$ cat config.mk
export PLATFORM = sky130hd
export DESIGN_NAME = mrdp_main_relay
export DESIGN_NICKNAME = d
export VERILOG_FILES = /design/src/shared/mrdp_pkg.sv /design/src/logic/mrdp_main_relay.sv
export SDC_FILE = /design/constraint.sdc
export NUM_CORES = 1
export LEC_CHECK = 0
export BUFFER_PORTS_ARGS = -buffer_cell sky130_fd_sc_hd__buf_2
export CORE_MARGIN = 3
export CORE_UTILIZATION = 40
export CTS_CLUSTER_DIAMETER = 40
export DETAILED_ROUTE_END_ITERATION = 10
export PLACE_DENSITY = 0.6
export RECOVER_POWER = 50
export SLEW_MARGIN = 20
export SYNTH_ARGS = -nofsm -noshare
export SYNTH_HDL_FRONTEND = slang
export SYNTH_SLANG_ARGS = --single-unit
$ cat constraint.sdc
create_clock -name clk -period 5.6 [get_ports clk]
set_input_delay 1.12 -clock clk [delete_from_list [all_inputs] [get_ports clk]]
set_output_delay 1.12 -clock clk [all_outputs]
set_load 0.05 [all_outputs]
$ cat src/shared/mrdp_pkg.sv
package mrdp_pkg;

    // clock rate
    localparam int CLK_HZ = 20_000_000;

    // overcurrent filter time in nanoseconds, nominal 7 us
    localparam int OVC_FILTER_NS      = 7000;
    // window limits in nanoseconds
    localparam int OVC_FILTER_MIN_NS  = 5250;
    localparam int OVC_FILTER_MAX_NS  = 8750;
    localparam int OVC_FILTER_CYC =
        (OVC_FILTER_NS * (CLK_HZ / 1_000_000) + 999) / 1000;
    localparam int OVC_CNT_W = 8;

    // key deglitch time in nanoseconds
    localparam int KEY_FILTER_NS  = 10000;
    localparam int KEY_FILTER_CYC =
        (KEY_FILTER_NS * (CLK_HZ / 1_000_000) + 999) / 1000;
    localparam int KEY_CNT_W = 8;

    localparam logic RELAY_OFF = 1'b0;

    typedef enum logic [2:0] {
        MRDP_IDLE,
        MRDP_ON,
        MRDP_THERMAL_OFF,
        MRDP_OVC_WAIT_KEY,
        MRDP_OVC_REACT,
        MRDP_RETRY_ON,
        MRDP_DIAG_OFF
    } mrdp_state_t;

    // sensed analog comparators, all asynchronous to clk
    typedef struct packed {
        logic key_on;
        logic battery_present;
        logic battery_above_uv;
        logic overcurrent;
        logic over_temp;
    } mrdp_sense_t;

    // controller requests
    typedef struct packed {
        logic power_latch_select;
        logic latch_hold;
        logic diag_off;
        logic relay_reactivate_cmd;
    } mrdp_ctrl_t;

endpackage

$ cat src/logic/mrdp_main_relay.sv
`timescale 1ns/1ps

module mrdp_main_relay (
    input  wire logic               clk,                    // 20 MHz clock
    input  wire logic               rst_n,                  // async reset
    input  wire mrdp_pkg::mrdp_sense_t sense,               // async sense
    input  wire mrdp_pkg::mrdp_ctrl_t  ctrl,                // controller
    output logic                    main_relay_output,      // relay drive
    output logic                    relay_overcurrent_flag, // ovc status
    output logic                    regulators_keep_alive,  // regs enabled
    output logic                    key_filtered            // clean key
);

    mrdp_pkg::mrdp_sense_t sync1_reg, sync2_reg;

    logic [mrdp_pkg::KEY_CNT_W-1:0] key_cnt_reg, key_cnt_next;
    logic                           key_reg, key_next;
    logic                           key_fall;
    logic [mrdp_pkg::OVC_CNT_W-1:0] ovc_cnt_reg, ovc_cnt_next;
    logic                           ovc_trip;
    mrdp_pkg::mrdp_state_t          state_reg, state_next;
    logic                           relay_reg, relay_next;
    logic                           flag_reg, flag_next;
    logic                           keep_reg, keep_next;
    logic                           want_on;

    // thermal shutdown only counts while the battery supply is present
    function automatic logic thermal_trip(input mrdp_pkg::mrdp_sense_t s);
        return s.battery_present & s.over_temp;
    endfunction

    // two-stage synchroniser for all sensed inputs
    always_ff @(posedge clk or negedge rst_n) begin
        if (!rst_n) begin
            sync1_reg <= '0;
            sync2_reg <= '0;
        end else begin
            sync1_reg <= sense;
            sync2_reg <= sync1_reg;
        end
    end

    // key deglitch
    // counter clears whenever the synced level matches the filtered one
    always_comb begin
        key_cnt_next = '0;
        key_next     = key_reg;
        if (sync2_reg.key_on != key_reg) begin
            if (key_cnt_reg == mrdp_pkg::KEY_CNT_W'(
                    mrdp_pkg::KEY_FILTER_CYC - 1)) begin
                key_next = sync2_reg.key_on;
            end else begin
                key_cnt_next = key_cnt_reg + 1'b1;
            end
        end
    end

    assign key_fall = key_reg & ~key_next;

    // overcurrent filter, restart on drop
    // counts only while the relay drives, so a retry starts fresh
    always_comb begin
        ovc_cnt_next = '0;
        ovc_trip     = 1'b0;
        if (sync2_reg.overcurrent && relay_reg) begin
            if (ovc_cnt_reg == mrdp_pkg::OVC_CNT_W'(
                    mrdp_pkg::OVC_FILTER_CYC - 1)) begin
                ovc_trip = 1'b1;
            end else begin
                ovc_cnt_next = ovc_cnt_reg + 1'b1;
            end
        end
    end

    // on request from key or power latch hold
    assign want_on = key_reg |
        (ctrl.power_latch_select & ctrl.latch_hold);

    always_comb begin
        state_next = state_reg;
        relay_next = relay_reg;
        flag_next  = flag_reg;
        keep_next  = 1'b1;
        case (state_reg)
            mrdp_pkg::MRDP_IDLE: begin
                relay_next = mrdp_pkg::RELAY_OFF;
                // no switch-on into a pending thermal shutdown
                if (want_on && !ctrl.diag_off &&
                        !thermal_trip(sync2_reg)) begin
                    state_next = mrdp_pkg::MRDP_ON;
                    relay_next = 1'b1;
                end
            end
            mrdp_pkg::MRDP_ON: begin
                if (ovc_trip) begin
                    relay_next = mrdp_pkg::RELAY_OFF;
                    flag_next  = 1'b1;
                    // no battery: wait key edge, else react
                    state_next = sync2_reg.battery_present ?
                        mrdp_pkg::MRDP_OVC_REACT :
                        mrdp_pkg::MRDP_OVC_WAIT_KEY;
                end else if (thermal_trip(sync2_reg)) begin
                    relay_next = mrdp_pkg::RELAY_OFF;
                    state_next = mrdp_pkg::MRDP_THERMAL_OFF;
                end else if (ctrl.diag_off) begin
                    relay_next = mrdp_pkg::RELAY_OFF;
                    state_next = mrdp_pkg::MRDP_DIAG_OFF;
                end else if (!want_on) begin
                    relay_next = mrdp_pkg::RELAY_OFF;
                    state_next = mrdp_pkg::MRDP_IDLE;
                end
            end
            mrdp_pkg::MRDP_THERMAL_OFF: begin
                if (!sync2_reg.over_temp) begin
                    state_next = mrdp_pkg::MRDP_IDLE;
                end
            end
            mrdp_pkg::MRDP_OVC_WAIT_KEY: begin
                if (key_fall) begin
                    flag_next  = 1'b0;
                    state_next = mrdp_pkg::MRDP_IDLE;
                end
            end
            mrdp_pkg::MRDP_OVC_REACT: begin
                if (key_fall) begin
                    flag_next  = 1'b0;
                    state_next = mrdp_pkg::MRDP_IDLE;
                end else if (!sync2_reg.battery_above_uv) begin
                    flag_next  = 1'b0;
                    relay_next = 1'b1;
                    state_next = mrdp_pkg::MRDP_RETRY_ON;
                end else if (ctrl.relay_reactivate_cmd) begin
                    flag_next  = 1'b0;
                    relay_next = 1'b1;
                    state_next = mrdp_pkg::MRDP_ON;
                end
            end
            mrdp_pkg::MRDP_RETRY_ON: begin
                // second trip latches until key edge
                if (ovc_trip) begin
                    relay_next = mrdp_pkg::RELAY_OFF;
                    flag_next  = 1'b1;
                    state_next = mrdp_pkg::MRDP_OVC_WAIT_KEY;
                end else if (!want_on || ctrl.diag_off) begin
                    relay_next = mrdp_pkg::RELAY_OFF;
                    state_next = mrdp_pkg::MRDP_IDLE;
                end else if (thermal_trip(sync2_reg)) begin
                    relay_next = mrdp_pkg::RELAY_OFF;
                    state_next = mrdp_pkg::MRDP_THERMAL_OFF;
                end
            end
            mrdp_pkg::MRDP_DIAG_OFF: begin
                relay_next = mrdp_pkg::RELAY_OFF;
                if (!ctrl.diag_off) begin
                    state_next = mrdp_pkg::MRDP_IDLE;
                end
            end
            default: begin
                state_next = mrdp_pkg::MRDP_IDLE;
                relay_next = mrdp_pkg::RELAY_OFF;
                flag_next  = 1'b0;
            end
        endcase
    end

    // key filter state
    always_ff @(posedge clk or negedge rst_n) begin
        if (!rst_n) begin
            key_cnt_reg <= '0;
            key_reg     <= 1'b0;
        end else begin
            key_cnt_reg <= key_cnt_next;
            key_reg     <= key_next;
        end
    end

    // overcurrent filter state
    always_ff @(posedge clk or negedge rst_n) begin
        if (!rst_n) begin
            ovc_cnt_reg <= '0;
        end else begin
            ovc_cnt_reg <= ovc_cnt_next;
        end
    end

    // relay control state
    always_ff @(posedge clk or negedge rst_n) begin
        if (!rst_n) begin
            state_reg   <= mrdp_pkg::MRDP_IDLE;
            relay_reg   <= 1'b0;
            flag_reg    <= 1'b0;
            keep_reg    <= 1'b0;
        end else begin
            state_reg   <= state_next;
            relay_reg   <= relay_next;
            flag_reg    <= flag_next;
            keep_reg    <= keep_next;
        end
    end

    // flag follows latched overcurrent off state
    assign relay_overcurrent_flag = flag_reg;
    assign main_relay_output      = relay_reg;
    assign regulators_keep_alive  = keep_reg;
    assign key_filtered           = key_reg;

endmodule

Word level (Yosys, flattened, before mapping)
Cells that the tools add are included.

cells by class
  add/subtract/negate cells = 2
  div/mod/pow operators = 0
  bitwise logic cells = 7
  magnitude comparators = 0
  shifts and indexed selects = 0
  reductions and logical operators = 14
  multipliers = 0
  muxes and demuxes = 42
  eq/ne operators = 19

operators by type and width
  kind                                           count
  2-to-1 mux 3 bit                               15
  2-to-1 mux 8 bit                               4
  one-hot mux 3 bit (7 select lines)             1
  2-to-1 mux 1 bit                               20
  adder 8 x 1 -> 8 bit, second input constant    2
  == test 8 bit, second input constant           2
  != test 2 bit, second input constant           5
  == test 3 bit, second input constant           3
  != test 4 bit, second input constant           2
  AND reduction 7 bit                            1
  == test 3 x 2 -> 1 bit, second input constant  2
  != test 5 bit, second input constant           1
  one-hot mux 1 bit (5 select lines)             1
  AND reduction 5 bit                            1
  one-hot mux 1 bit (4 select lines)             1
  AND reduction 4 bit                            1
  OR reduction 2 bit                             2
  AND 1 bit                                      3
  == test 3 x 1 -> 1 bit, second input constant  1
  logical AND 1 bit                              3
  zero test 1 bit                                3
  zero test 3 bit                                1
  != test 3 bit, second input constant           1
  NOT 1 bit                                      3
  5 further kinds                                5

word-level totals
  memories = 0
  output and inout port bits = 4
  latch bits = 0
  register bits = 33
  word-level logic and storage cells = 101
  bits in read-only memories = 0
  bits of input ports = 11
  RAM bits = 0

Logic depth before layout (Yosys ltp)
  word-level depth = 7
  mapped depth = 7
  gate-level depth less buffers = 6

Worst setup path after synthesis
Ideal clock, no wire load.

  path kind = input-to-reg
  start = in ctrl[3] (netlist bit)
  end = reg state_reg[0]
  data required time = 5.475 ns
  stages = 5
  library setup time = 0.125 ns
  buffers on the path = 0
  slack = 3.349 ns
  arrival = 2.126 ns
  path through = a21oi_1 -> nand2b_1 -> or3_4 -> nand3b_4 -> mux2_4

on the way
  longest elaborated chain between the ends = 7
  elaborated cells between the ends (all ways) = 13
  classes of those cells = 3 x eq/ne; 3 x mux; 2 x bitwise; 5 x reduce/logical

ends and longest elaborated chain
  what                                line                    text
  from (decl)                         mrdp_main_relay.sv:7    input wire mrdp_pkg::mrdp_ctrl_t ctrl,
  AND 1 bit *                         mrdp_main_relay.sv:77   (ctrl.power_latch_select & ctrl.latch_hold);
  OR 1 bit *                          mrdp_main_relay.sv:76   assign want_on = key_reg |
  zero test 1 bit                     mrdp_main_relay.sv:144  end else if (!want_on || ctrl.diag_off) begin
  logical OR 1 bit                    mrdp_main_relay.sv:144
  2-to-1 mux 3 bit                    mrdp_main_relay.sv:144
  2-to-1 mux 3 bit                    mrdp_main_relay.sv:140  if (ovc_trip) begin
  one-hot mux 3 bit (7 select lines)  mrdp_main_relay.sv:84   case (state_reg)
  to (signal assigned)                mrdp_main_relay.sv:189  state_reg <= mrdp_pkg::MRDP_IDLE;
  to (signal assigned)                mrdp_main_relay.sv:194  state_reg <= state_next;
  to (decl)                           mrdp_main_relay.sv:21   mrdp_pkg::mrdp_state_t state_reg, state_next;

Mark *: on every way between the ends. The rest lies on a longest branch, timed or not.
A chain may end at the register's enable or synchronous reset.

==> metrics.cfg <==
[critical_path]
crit_type=input port to async pin
cp_cell_sequence=clkbuf_1
cp_num_buf_inv=1
cp-end-kind=async pin
crit_arrival_ps=2340
path_delay_family=buffers and inverters
cp_slowest_cell=clkbuf_1
slowest_delay_ps=1200
crit_fanout=33
required_ps=5660
worst_setup_path_start_kind=input port

[clocking]
holdBufCountCts=0
post_cts_resized=0
clockBufferDepth=2
clockRootBuffer=clkbuf_8
cts_sinks=33
htreeDepth=2
worst_skew_pair.late_latency_ps=270
clkTransAtPathRegs_ps=60
cts_buffers=5
cts_setup_buffers=0
cts_tree=yes

[cells_and_area]
layout-area-overhead-vs-synth_pct=13.9
drive_above_1_share_pct=20.4
final_cell_mix=dfrtp_1 (33), nor2_1 (17), buf_2 (13)
n_antenna_cell=0
fillers=307
nNetsFinal=164
final_common_cell=dfrtp_1
final_util_pct=49.7

[yosys]
yosys.area.top_type_share_pct=54.1
ys_seq_area_share_pct=54.1
synth_area_sq_um=1530
syn_nets=147
synth_area_leaders=dfrtp_1 (54%), xor2_1 (5.2%), nor2_1 (4.2%)
synth.largest_area_cell=dfrtp_1
syn_area_per_cell_sq_um=11.4
ys_seq_elements=33
synthCells=134
synth_cell_types=44
yosys_warnings=0

[timing]
min_period_ps=2280
finalSetupViolCount=0
rsz0062_at_grt=no
whs_ps=349
finalCritPeriodShare_pct=40.8
fin_tns_setup_ps=0
finalHoldViolCount=0
worstMarginPinSlew_ps=1710
finalClockSkew_ps=6.88
timing.slew.headroom_pct=-13.9
slew_viol_final=34
max_freq_mhz=438

[floorplanning]
ioPinCount=15
dieWidth_um=67.8
die_h_um=67.8
row_count=21
die_area_sq_um=4590
core_sq_um=3490
start_util_pct=43.7

[power]
powerDensity_nw_per_um2=377
total_power_uw=655
power.share.sequential_pct=44.9
internal-power_uw=475
ir_drop_mv=0.213
p_sw_share_pct=27.6
comb_power_share_pct=21.0
p_leak_uw=0.000814
p_switching_uw=181
p_clk_share_pct=34.1

[job]
drv_cap=1

[route]
vias=1009
wl_mm=2.58
viasPerCell=5.10
ant_nets=0
wl_per_cell_um=13.0
dr.pass1.iters=4
drc=0
drt_iter0_markers=23

[outcome]
status=finished with violations
violations=max-capacitance violations, max-slew violations

[worst_hold_path]
min_path_type=register to register

[grt]
grt-ovfl-total=0
grt_pass1_wl_mm=4.66
grt_usage_pct=13.6
grt_max_degree=34
antenna_found_initial=0
grt_pass1_vias=1041

[place]
port_buffers=14
place.gp.congestion=0.741
dpl.hpwl_mm=1.88

-- layout make-up --
type,instances,area [sq um],area share (%)
multi-input combinational,94,658,37.9
clock buffer,7,86.3,4.97
clock inverter,1,30.0,1.73
sequential,33,826,47.5
tap,46,57.6,3.31
inverter,3,11.3,0.648
timing repair buffer,14,68.8,3.96
-- layer usage --
metal / global-route usage (%) / up-vias / share of wire, %
li1: - / 501 / -
met1: 17.2 / 486 / 46
met2: 22.6 / 18 / 49
met3: 3.49 / 4 / 3.8
met4: 4.47 / 0 / 1.1
met5: 0 / - / 0
-- Yosys cell counts --
cell type  number
o32ai_2         1
and3_2          1
and3b_1         2
mux2i_1         2
and3_1          4
o31a_2          1
a221oi_1        1
or3_4           1
o211ai_1        1
a311oi_1        1
buf_6           2
or3b_4          1
clkbuf_1        2
a211o_1         1
dfrtp_1        33
a22o_1          1
nor3_1          3
mux2_4          1
nand3b_1        1
nor2b_1         3
o22a_1          1
a21oi_1         4
a21boi_0        1
ha_1            2
a21o_2          1
xor2_1          9
nand4_1         1
xnor2_1         4
inv_1           3
conb_1          1
nand2_1         4
o21ai_0         2
nand2b_1        3
o221ai_1        1
and4bb_2        1
nor2_1         17
or2_1           1
mux2_2          1
nor4b_2         1
nand3_1         9
o21a_1          1
nand3b_4        1
or2_2           1
a21o_1          1
-- power groups by stage --
stage | Sequential (uW) | Combinational, uW | Clock [uW]
floorplan | 288 | 124 | 0
global placement | 297 | 136 | 0
detailed placement | 298 | 140 | 0
CTS | 293 | 140 | 232
global route | 297 | 153 | 242
finish | 294 | 138 | 223
-- cells by family (layout without fill, tap and decap cells) --
family	Yosys count	in the layout	synth area share (%)
compound gates	19	19	9.67
flops	33	33	54.1
fa+ha+maj	2	2	1.64
simple gates	55	55	21.1
other cells	1	1	0.246
buf+inv	7	25	2.70
mux	4	4	3.03
xor+xnor	13	13	7.46
-- per-stage QoR --
step / setup WS, ps / area, sq um / std cells
2_1_floorplan: 3350 / 1530 / 134
3_3_place_gp: 3200 / 1620 / 190
3_5_place_dp: 3160 / 1620 / 190
4_1_cts: 3460 / 1740 / 198
5_1_grt: 2990 / 1740 / 198
6_report: 3320 / 1740 / 198
-- worst paths after layout --
kind / start / end / slack [ps] / depth (start not counted)
setup reg to reg: ovc_cnt_reg[0] / state_reg[0] / 3480 / 6
max in group clk: ctrl[1] / state_reg[0] / 3440 / 6
hold reg to reg: sync1_reg[1] / sync2_reg[1] / 350 / 0
setup / recovery: rst_n / key_filtered / 3320 / 1
min in group asynchronous: rst_n / ovc_cnt_reg[0] / 1280 / 1
hold / removal: sync1_reg[1] / sync2_reg[1] / 350 / 0
Note: power is estimated with default switching activity, not from simulation.
